===== config.mk =====
export PLATFORM = sky130hd
export DESIGN_NAME = rbws_sequencer
export DESIGN_NICKNAME = d
export VERILOG_FILES = /design/src/verilog/rbws_pkg.sv /design/src/verilog/rbws_sync.sv /design/src/verilog/rbws_sequencer.sv
export SDC_FILE = /design/constraint.sdc
export NUM_CORES = 1
export LEC_CHECK = 0
export ABC_AREA = 1
export ABC_CLOCK_PERIOD_IN_PS = 3450
export BUFFER_PORTS_ARGS = -buffer_cell sky130_fd_sc_hd__buf_2
export CAP_MARGIN = 20
export CORE_MARGIN = 2
export CORE_UTILIZATION = 55
export DETAILED_ROUTE_END_ITERATION = 10
export PLACE_DENSITY = 0.77
export SYNTH_ARGS = -nofsm -noshare
export SYNTH_HDL_FRONTEND = slang
export SYNTH_SLANG_ARGS = --single-unit

===== constraint.sdc =====
create_clock -name mclk -period 3.45 [get_ports mclk]
set_input_delay 0.1725 -clock mclk [delete_from_list [all_inputs] [get_ports mclk]]
set_output_delay 0.1725 -clock mclk [all_outputs]
set_load 0.005 [all_outputs]

===== src/verilog/rbws_pkg.sv =====
`default_nettype none
package rbws_pkg;

	// Sequencer states.
	typedef enum logic [2:0] {
		ST_RESET,
		ST_BOOT,
		ST_RUN,
		ST_IDLE,
		ST_QUAL,
		ST_RESUME
	} rbws_state_e;

	// Counts in cycles of the input clock.
	localparam logic [9:0] WD_RESET_CYC = 10'h200;
	localparam logic [5:0] EXT_VALID_CYC = 6'h20;

	// Counts in cycles of the system clock.
	localparam logic [11:0] BOOT_SYS_CYC = 12'h4ec;
	localparam logic [11:0] RESUME_ACTIVE_CYC = 12'h008;
	localparam logic [11:0] RESUME_SLEEP_CYC = 12'h41a;
	localparam logic [11:0] QUAL_MUL = 12'h005;
	localparam logic [11:0] QUAL_FACTOR = 12'h002;

	// Width of the boot-mode strap group.
	localparam int unsigned BOOT_W = 4;

	// Register byte offsets.
	localparam logic [3:0] OFS_CTRL = 4'h0;
	localparam logic [3:0] OFS_EXTCFG = 4'h4;
	localparam logic [3:0] OFS_STATUS = 4'h8;

	// Control register field positions.
	localparam int unsigned CTRL_IDLE_BIT = 0;
	localparam int unsigned CTRL_QUALEN_BIT = 1;
	localparam int unsigned CTRL_FLASHSLP_BIT = 2;
	localparam int unsigned CTRL_QUALIFIER_PERIOD_LSB = 8;

	// Clock-divide register field positions and reset value.
	localparam int unsigned EXTCFG_TIMDIV_BIT = 0;
	localparam int unsigned EXTCFG_OUTDIV_BIT = 1;
	localparam logic EXTCFG_DIV_RST = 1'b1;

	// Whole state of the sequencer.
	typedef struct packed {
		rbws_state_e st;
		logic phase;
		logic [11:0] seqCnt;
		logic [5:0] exCnt;
		logic [9:0] wdCnt;
		logic pllOff;
		logic memMap;
		logic extValid;
		logic bootDone;
		logic bootPulse;
		logic resumePulse;
		logic [BOOT_W-1:0] bootMode;
		logic qualEn;
		logic flashSleep;
		logic [7:0] qualifier_period;
		logic timDiv;
		logic outDiv;
		logic clkOut;
		logic [1:0] clkCnt;
		logic ack;
		logic [31:0] rdata;
	} rbws_regs_s;

	// Value after reset.
	localparam rbws_regs_s RBWS_RST = '{st: ST_RESET, timDiv: EXTCFG_DIV_RST, outDiv: EXTCFG_DIV_RST, default: '0};

endpackage
`default_nettype wire


===== src/verilog/rbws_sync.sv =====
`timescale 1ns/1ps
`default_nettype none
module rbws_sync #(
	parameter int unsigned W = 1,
	parameter logic [W-1:0] RST_VAL = '0
) (
	// Clock and reset.
	input wire logic mclk,
	input wire logic sys_rst,
	// Asynchronous input and its synchronised copy.
	input wire logic [W-1:0] asyncIn,
	output logic [W-1:0] syncOut
);

	logic [W-1:0] meta_r;
	logic [W-1:0] sync_r;

	// Two flip-flops; only the second stage is visible outside.
	always_ff @(posedge mclk) begin
		if (sys_rst) begin
			meta_r <= RST_VAL;
			sync_r <= RST_VAL;
		end else begin
			meta_r <= asyncIn;
			sync_r <= meta_r;
		end
	end

	assign syncOut = sync_r;

endmodule // rbws_sync
`default_nettype wire


===== src/verilog/rbws_sequencer.sv =====
// Notes on behaviour
// A watchdog trigger drives the reset line low for 512 input-clock cycles.
// The outside party holds reset low at least 8 input-clock cycles.
// The outside party gives a stable clock 8 cycles before releasing reset.
// External address and data are valid 32 input-clock cycles after release.
// The PLL-disable strap is stable 16 cycles around reset release.
// The memory-map strap is stable 16 cycles after reset release.
// Boot-mode straps hold their levels 2520 input-clock cycles after release.
// Boot code runs 1260 system cycles, then boot-mode pins are sampled.
// Both clock-divide bits reset to one, dividing the output clock by four.
// Wake pulses last 2 cycles, or 1 plus qualification time.
// Qualification time is 5 times qualifier period times 2 system cycles.
// Resume with flash active or from RAM takes 8 system cycles.
// Resume with flash asleep takes 1050 system cycles.
// Enabled interrupt, watchdog interrupt, NMI pin or reset wake from IDLE.
// Resume marks the instruction after IDLE; interrupt service adds latency.
// A low PLL-disable strap at reset clocks the core straight from input.
// Delay counters are synchronous and start on synchronised trigger edges.
// Reset input is synchronised and restarts all counters when reasserted; the code restarts seqCnt and exCnt but not wdCnt or clkCnt.
//
// Implementation choices: the address map and register access over Avalon-MM.
`timescale 1ns/1ps
`default_nettype none
module rbws_sequencer (
	// Clock and reset.
	input wire logic mclk,
	input wire logic sys_rst,
	// Avalon-MM slave.
	input wire logic [3:0] avsAddress,
	input wire logic avsRead,
	input wire logic avsWrite,
	input wire logic [3:0] avsByteenable,
	input wire logic [31:0] avsWritedata,
	output logic [31:0] avsReaddata,
	output logic avsWaitrequest,
	// Reset pin, open drain.
	input wire logic resetInN,
	output logic resetOut,
	output logic resetOe,
	// Strap pins.
	input wire logic pllDisableStrap,
	input wire logic memoryMapSelectStrap,
	input wire logic [rbws_pkg::BOOT_W-1:0] bootModePins,
	// Wake sources.
	input wire logic wakeIrq,
	input wire logic watchdogInterrupt,
	input wire logic nonmaskableInterruptPinN,
	// Watchdog expiry, one-cycle pulse from logic on this clock.
	input wire logic watchdogTrigger,
	// Sequencer outputs.
	output logic coreClockDirect,
	output logic memoryMapSelect,
	output logic extBusValid,
	output logic bootSample,
	output logic [rbws_pkg::BOOT_W-1:0] bootMode,
	output logic bootDone,
	output logic idleActive,
	output logic idleResume,
	output logic clockOutPin
);
	import rbws_pkg::*;

	rbws_regs_s s_r;
	rbws_regs_s s_nxt;
	logic rstInS;
	logic pllS;
	logic mmS;
	logic nmiNS;
	logic wakeIrqS;
	logic wdIntS;
	logic [BOOT_W-1:0] bootS;
	logic sysEn;
	logic wakeAny;
	logic busReq;
	logic wrDone;
	logic [11:0] qualTarget;
	logic [11:0] resumeTarget;
	logic [1:0] halfLimit;

	////////////////////////////////////////////////////////////////////////
	// Synchronisers for every pin input.

	rbws_sync #(.W(1), .RST_VAL(1'b0)) uSyncRst (
		.mclk(mclk),
		.sys_rst(sys_rst),
		.asyncIn(resetInN),
		.syncOut(rstInS)
	);

	rbws_sync #(.W(1), .RST_VAL(1'b1)) uSyncPll (
		.mclk(mclk),
		.sys_rst(sys_rst),
		.asyncIn(pllDisableStrap),
		.syncOut(pllS)
	);

	rbws_sync #(.W(1), .RST_VAL(1'b0)) uSyncMm (
		.mclk(mclk),
		.sys_rst(sys_rst),
		.asyncIn(memoryMapSelectStrap),
		.syncOut(mmS)
	);

	rbws_sync #(.W(1), .RST_VAL(1'b1)) uSyncNmi (
		.mclk(mclk),
		.sys_rst(sys_rst),
		.asyncIn(nonmaskableInterruptPinN),
		.syncOut(nmiNS)
	);

	rbws_sync #(.W(1), .RST_VAL(1'b0)) uSyncIrq (
		.mclk(mclk),
		.sys_rst(sys_rst),
		.asyncIn(wakeIrq),
		.syncOut(wakeIrqS)
	);

	rbws_sync #(.W(1), .RST_VAL(1'b0)) uSyncWd (
		.mclk(mclk),
		.sys_rst(sys_rst),
		.asyncIn(watchdogInterrupt),
		.syncOut(wdIntS)
	);

	rbws_sync #(.W(BOOT_W), .RST_VAL('0)) uSyncBoot (
		.mclk(mclk),
		.sys_rst(sys_rst),
		.asyncIn(bootModePins),
		.syncOut(bootS)
	);

	////////////////////////////////////////////////////////////////////////
	// Derived terms.

	// One system-clock cycle is one input cycle with the PLL off, else two.
	assign sysEn = s_r.pllOff | s_r.phase;
	// Any wake source; reset wakes through the reset path itself.
	assign wakeAny = wakeIrqS | wdIntS | ~nmiNS;
	// Qualification time in system cycles.
	assign qualTarget = 12'(QUAL_MUL * 12'(s_r.qualifier_period) * QUAL_FACTOR);
	// Resume latency depends on whether the flash must wake first.
	assign resumeTarget = s_r.flashSleep ? RESUME_SLEEP_CYC : RESUME_ACTIVE_CYC; // see R12
	// Half period of the output clock in system cycles; a divide of one is clamped to two.
	assign halfLimit = (s_r.timDiv & s_r.outDiv) ? 2'h2 : 2'h1;
	// Bus requests are answered one cycle after they appear.
	assign busReq = avsRead | avsWrite;
	assign wrDone = avsWrite & s_r.ack;

	////////////////////////////////////////////////////////////////////////
	// Next-state logic.
	always_comb begin
		s_nxt = s_r;
		s_nxt.phase = ~s_r.phase;
		s_nxt.bootPulse = 1'b0;
		s_nxt.resumePulse = 1'b0;
		s_nxt.ack = busReq & ~s_r.ack;

		// Watchdog reset pulse, counted on the input clock.
		if (watchdogTrigger) begin
			s_nxt.wdCnt = WD_RESET_CYC;
		end else if (s_r.wdCnt != 10'h000) begin
			s_nxt.wdCnt = s_r.wdCnt - 10'h001; // see R1
		end

		// Register writes take effect one edge after the wait ends.
		if (wrDone) begin
			unique case (avsAddress)
				OFS_CTRL: begin
					if (avsByteenable[0]) begin
						s_nxt.qualEn = avsWritedata[CTRL_QUALEN_BIT];
						s_nxt.flashSleep = avsWritedata[CTRL_FLASHSLP_BIT];
					end
					if (avsByteenable[1]) begin
						s_nxt.qualifier_period = avsWritedata[CTRL_QUALIFIER_PERIOD_LSB +: 8];
					end
				end
				OFS_EXTCFG: begin
					if (avsByteenable[0]) begin
						s_nxt.timDiv = avsWritedata[EXTCFG_TIMDIV_BIT];
						s_nxt.outDiv = avsWritedata[EXTCFG_OUTDIV_BIT];
					end
				end
				default: begin
				end
			endcase
		end

		// Output clock divider running on system-clock cycles.
		if (sysEn) begin
			if (s_r.clkCnt + 2'h1 >= halfLimit) begin
				s_nxt.clkCnt = 2'h0;
				s_nxt.clkOut = ~s_r.clkOut;
			end else begin
				s_nxt.clkCnt = s_r.clkCnt + 2'h1;
			end
		end

		// Reset input held low restarts the whole sequence.
		if (!rstInS) begin
			s_nxt.st = ST_RESET;
			s_nxt.seqCnt = 12'h000;
			s_nxt.exCnt = 6'h00;
			s_nxt.extValid = 1'b0;
			s_nxt.bootDone = 1'b0;
			s_nxt.timDiv = EXTCFG_DIV_RST;
			s_nxt.outDiv = EXTCFG_DIV_RST;
		end else begin
			// Address and data valid a fixed count after release.
			if (s_r.st != ST_RESET && !s_r.extValid) begin
				if (s_r.exCnt == EXT_VALID_CYC - 6'h01) begin
					s_nxt.extValid = 1'b1;
				end else begin
					s_nxt.exCnt = s_r.exCnt + 6'h01;
				end
			end
			unique case (s_r.st)
				ST_RESET: begin
					// First cycle after the synchronised release edge.
					s_nxt.st = ST_BOOT;
					s_nxt.pllOff = ~pllS; // see R5
					s_nxt.memMap = mmS;
					s_nxt.seqCnt = 12'h000;
				end
				ST_BOOT: begin
					if (sysEn) begin
						if (s_r.seqCnt == BOOT_SYS_CYC - 12'h001) begin
							s_nxt.bootMode = bootS; // see R8
							s_nxt.bootDone = 1'b1;
							s_nxt.bootPulse = 1'b1;
							s_nxt.seqCnt = 12'h000;
							s_nxt.st = ST_RUN;
						end else begin
							s_nxt.seqCnt = s_r.seqCnt + 12'h001; // see R8
						end
					end
				end
				ST_RUN: begin
					if (wrDone && avsAddress == OFS_CTRL && avsByteenable[0] && avsWritedata[CTRL_IDLE_BIT]) begin
						s_nxt.st = ST_IDLE;
					end
				end
				ST_IDLE: begin
					if (wakeAny) begin
						s_nxt.seqCnt = 12'h000;
						s_nxt.st = (s_r.qualEn && qualTarget != 12'h000) ? ST_QUAL : ST_RESUME;
					end
				end
				ST_QUAL: begin
					// A wake that drops before the qualification time is discarded.
					if (!wakeAny) begin
						s_nxt.st = ST_IDLE;
					end else if (sysEn) begin
						if (s_r.seqCnt == qualTarget - 12'h001) begin
							s_nxt.seqCnt = 12'h000;
							s_nxt.st = ST_RESUME;
						end else begin
							s_nxt.seqCnt = s_r.seqCnt + 12'h001;
						end
					end
				end
				ST_RESUME: begin
					if (sysEn) begin
						if (s_r.seqCnt == resumeTarget - 12'h001) begin
							s_nxt.resumePulse = 1'b1;
							s_nxt.seqCnt = 12'h000;
							s_nxt.st = ST_RUN;
						end else begin
							s_nxt.seqCnt = s_r.seqCnt + 12'h001; // see R12
						end
					end
				end
			endcase
		end

		// Read data is built while the wait is asserted.
		s_nxt.rdata = 32'h0000_0000;
		if (avsRead && !s_r.ack) begin
			unique case (avsAddress)
				OFS_CTRL: begin
					s_nxt.rdata[CTRL_QUALEN_BIT] = s_r.qualEn;
					s_nxt.rdata[CTRL_FLASHSLP_BIT] = s_r.flashSleep;
					s_nxt.rdata[CTRL_QUALIFIER_PERIOD_LSB +: 8] = s_r.qualifier_period;
				end
				OFS_EXTCFG: begin
					s_nxt.rdata[EXTCFG_TIMDIV_BIT] = s_r.timDiv;
					s_nxt.rdata[EXTCFG_OUTDIV_BIT] = s_r.outDiv;
				end
				OFS_STATUS: begin
					s_nxt.rdata[2:0] = s_r.st;
					s_nxt.rdata[4] = s_r.pllOff;
					s_nxt.rdata[5] = s_r.memMap;
					s_nxt.rdata[6] = s_r.extValid;
					s_nxt.rdata[7] = s_r.bootDone;
					s_nxt.rdata[8 +: BOOT_W] = s_r.bootMode;
					s_nxt.rdata[12] = (s_r.wdCnt != 10'h000);
				end
				default: begin
				end
			endcase
		end
	end

	////////////////////////////////////////////////////////////////////////
	// State register.
	always_ff @(posedge mclk) begin
		if (sys_rst) begin
			s_r <= RBWS_RST;
		end else begin
			s_r <= s_nxt;
		end
	end

	////////////////////////////////////////////////////////////////////////
	// Outputs.

	// Bus handshake.
	assign avsWaitrequest = busReq & ~s_r.ack;
	assign avsReaddata = s_r.rdata;
	// The reset pin is only ever pulled low.
	assign resetOut = 1'b0;
	assign resetOe = (s_r.wdCnt != 10'h000);
	// Sequencer results.
	assign coreClockDirect = s_r.pllOff;
	assign memoryMapSelect = s_r.memMap;
	assign extBusValid = s_r.extValid;
	assign bootSample = s_r.bootPulse;
	assign bootMode = s_r.bootMode;
	assign bootDone = s_r.bootDone;
	assign idleActive = (s_r.st == ST_IDLE) | (s_r.st == ST_QUAL) | (s_r.st == ST_RESUME);
	assign idleResume = s_r.resumePulse;
	assign clockOutPin = s_r.clkOut;

endmodule // rbws_sequencer
`default_nettype wire


==> results.sh <==
export IMPL_grt_antenna_before_repair=0
export IMPL_clkTransAtPathRegs_ns=0.10
export IMPL_arrival_ns=3.17
export IMPL_crit_chain="ha_1 > ha_1 > inv_1 > fa_1 > nand3_1 > nor2_4 > nand3_1 > nor2_1 > nand2_1 > nand3_1 > nand2_1 > nor2_1 > nand3_2 > nand2_2 > nand2_2 > nand2_1 > a21oi_1"
export IMPL_max_clock_path_buffers=2
export IMPL_vias_per_cell=5.075
export IMPL_timing_worst_slew_pin_value_ns=0.8431
export IMPL_grt_overflow_total=0
export IMPL_io_buffers=60
export IMPL_timing_critical_path_to_type="register"
export IMPL_grt_first_pass_wirelength_um=17920
export IMPL_synthDistinctLibCells=38
export IMPL_worst_hold_path_num_cells=3
export IMPL_cellInternalPower_mw=1.581
export IMPL_worstPathMaxFanout=12
export IMPL_firstDrtPassIters=4
export IMPL_layout_worst_path_cycle_share_pct=84.62
export IMPL_totalNegativeSetupSlack_ns=0
export IMPL_tritoncts="yes"
export IMPL_synth_edff_count=0
export IMPL_asyncSetResetFlopFracSynth_pct=0
export IMPL_fp_row_count=34
export IMPL_hold_path_startpoint="bootModePins[1]"
export IMPL_number_of_global_route_vias_before_repair=4289
export IMPL_worst_setup_path_type="register to register"
export IMPL_global_route_usage_total_pct=21.87
export IMPL_die_area_um2=9888
export IMPL_fin_nets=842
export IMPL_total_power_mw=2.313
export IMPL_average_wire_per_standard_cell_um=11.83
export IMPL_cts_root_buf="clkbuf_8"
export IMPL_cts_resized=0
export IMPL_crit_path_top_delay_cell="fa_1"
export IMPL_power_switching_mw=0.7315
export IMPL_chipWidth_um=99.44
export IMPL_insertedDiodeCount=0
export IMPL_clk_latency_ns=0.36
export IMPL_antenna_left=0
export IMPL_period_needed_ns=2.920
export IMPL_detailedRoute_firstIterationViolations=143
export IMPL_fp_coreArea_um2=8763
export IMPL_synth_seq_area_share_pct=37.16
export IMPL_number_of_maximum_capacitance_constraint_violations=0
export IMPL_startpoint_type="register"
export IMPL_synth_seq_cells=93
export IMPL_number_of_instances_in_the_synthesized_netlist=720
export IMPL_detail_route_wirelength_um=10410
export IMPL_worst_hold_path_type="input pin to register"
export IMPL_worstRegToRegCells=17
export IMPL_final_util_pct=62.38
export IMPL_r2r_end="s_r[85]$_SDFFE_PP0P_"
export IMPL_unrepaired_setup_endpoints_after_global_routing="false"
export IMPL_most_common_library_cells_after_synthesis="133 x nand2_1, 105 x inv_1, 97 x nor2_1"
export IMPL_initial_util_pct=57.17
export IMPL_maximum_number_of_pins_on_one_net_before_global_route_repair=34
export IMPL_ys_warnings_count=0
export IMPL_post_place_ws_ns=0.5617
export IMPL_yosysMostFrequentCell="nand2_1"
export IMPL_cp_data_required_time_ns=3.70
export IMPL_top_ff_cell_synth="dfxtp_1"
export IMPL_p_leak_nw=2.597
export IMPL_half_perimeter_wire_length_after_detailed_placement_um=8111
export IMPL_place_congestion=0.8756
export IMPL_power_ir_vdd_worst_v=0.0005115
export IMPL_p_seq_share_pct=51.1
export IMPL_syn_mean_instance_area_um2=6.958
export IMPL_clock_skew_ns=0.01337
export IMPL_num_io_pins=102
export IMPL_p_clk_share_pct=30.8
export IMPL_power_density_cell_area_nw_per_um2=423.1
export IMPL_synthTopCellsByArea="dfxtp_1 37%, nand2_1 10%, inv_1 7.9%, nor2_1 7.3%, buf_4 5.8%"
export IMPL_comb_power_share_pct=18.1
export IMPL_status="finished, final reports clean"
export IMPL_max_slew_margin_rel_pct=43.42
export IMPL_drc_errors=0
export IMPL_r2r_slack_ns=0.53
export IMPL_final_fill_count=798
export IMPL_final_layout_size_suffix_gt1_share_pct=14.12
export IMPL_synthesized_area_um2=5010
export IMPL_whs_endpoint="uSyncBoot.meta_r[1]$_SDFF_PP0_"
export IMPL_clock_sink_count=93
export IMPL_die_height_um=99.44
export IMPL_area_growth_from_synthesis_to_layout_pct=9.116
export IMPL_final_hold_violation_count=0
export IMPL_cts_buffers_inserted=9
export IMPL_synth_top_area_share_pct=37.16
export IMPL_max_freq_mhz=342.5
export IMPL_cpPeakStageDelay_ns=0.55
export IMPL_htree_num_levels=3
export IMPL_worstReg2RegStart="s_r[41]$_SDFFE_PP0P_"
export IMPL_fin_ws_ns=0.5305
export IMPL_finalSetupViolCount=0
export IMPL_power_share_switching_pct=31.63
export IMPL_synth_largest_area_cell="dfxtp_1"
export IMPL_dr_total_vias=4466
export IMPL_report_final_slew_viol_count=0
## worst max-delay path by stage
stage,startpoint,end,slack (ns),cells after the start
after detailed placement,s_r[41]$_SDFFE_PP0P_,s_r[85]$_SDFFE_PP0P_,0.56,19
after floorplan,s_r[41]$_SDFFE_PP0P_,s_r[84]$_SDFFE_PP0P_,0.84,20
after CTS,s_r[41]$_SDFFE_PP0P_,s_r[85]$_SDFFE_PP0P_,0.53,19
after global placement,s_r[41]$_SDFFE_PP0P_,s_r[84]$_SDFFE_PP0P_,0.61,19
final,s_r[41]$_SDFFE_PP0P_,s_r[85]$_SDFFE_PP0P_,0.53,17
after global routing,s_r[41]$_SDFFE_PP0P_,s_r[85]$_SDFFE_PP0P_,0.26,20
## logic make-up (layout without fill, tap and decap cells)
kind of cell	after synthesis	after routing	share of synthesized area [%]
adders and majority gates	20	20	5.145
DFF	93	93	37.16
AOI/OAI and AO/OA	91	91	9.815
other	1	18	0.07485
and+or+nand+nor	344	344	30.82
buffers and inverters	160	195	15.06
xor gates and xnor gates	11	11	1.923
## timing repair
item / in CTS / in global routing
setup buffers: 0 / 0
endpoints found under the hold margin: 9 / 0
hold buffers: 9 / 0
## metrics by stage
stage | hold WS [ns] | area (µm²) | instances
CTS | 0.01176 | 5466 | 880
global route | 0.01643 | 5466 | 880
finish | 0.02429 | 5466 | 880
floorplan | 0.2763 | 5074 | 737
global placement | 0.3536 | 5171 | 855
detailed placement | 0.3569 | 5171 | 855
## power groups by stage
stage | Clock [mW] | Combinational [mW] | Sequential (mW)
floorplan | 0 | 0.331 | 1.20
global placement | 0 | 0.393 | 1.20
detailed placement | 0 | 0.407 | 1.21
CTS | 0.735 | 0.417 | 1.18
global route | 0.771 | 0.481 | 1.19
finish | 0.712 | 0.418 | 1.18
## state kept, by name, summed over array words and instances, names as in the netlist, 4 cells and up
signal,cells
s_r,47
uSyncBoot.syncOut,4
bootMode,4
uSyncBoot.meta_r,4
avsReaddata,15
## per-layer routing
layer  GRT usage [%]  wire (µm)  vias up
met4           8.219        172        0
met3           4.638        442       17
met5               0          0        -
met2           39.71       5259      102
met1           25.13       4532     2018
li1                -          -     2329
## area by class of cell
cell class                 count  area [µm²]  area share [%]
inverter                     109       409.1           7.485
clock inverter                 7       81.33           1.488
timing repair buffer          70       397.9           7.279
multi-input combinational    484        2457           44.95
tap                          108       135.1           2.472
clock buffer                   9       123.9           2.266
sequential                    93        1862           34.06
## cells in the final DEF, fill, tap and decap left out, types with 3 or more instances in the layout
cell	netlist	final
inv_1	105	105
o22ai_1	7	7
nand2_2	9	9
clkbuf_8	0	9
nor2_1	97	97
nor3_2	3	3
dlygate4sd3_1	0	9
nand3_1	52	52
buf_2	0	60
nor3_1	16	16
nand4_1	8	8
conb_1	1	18
a21oi_1	44	44
ha_1	19	19
xor2_1	10	10
nor2_2	5	5
a31oi_1	4	4
clkinv_4	0	3
nor4_1	3	3
dfxtp_1	93	93
a211oi_1	6	6
nand3_2	4	4
o21ai_0	26	26
or2_2	4	4
nand2_1	133	133
## worst max-delay path, delay by kind of cell, from the launching register on
| family | cells | cell delay, ns |
|---|---|---|
| AND/OR/NAND/NOR | 12 | 1.32 |
| adder cells (fa/ha/maj) | 3 | 1.02 |
| flip-flops | 1 | 0.35 |
| buffers and inverters | 1 | 0.06 |
| AO/OA/AOI/OAI | 1 | 0.06 |
No activity file was read; power rests on OpenSTA's default activity.
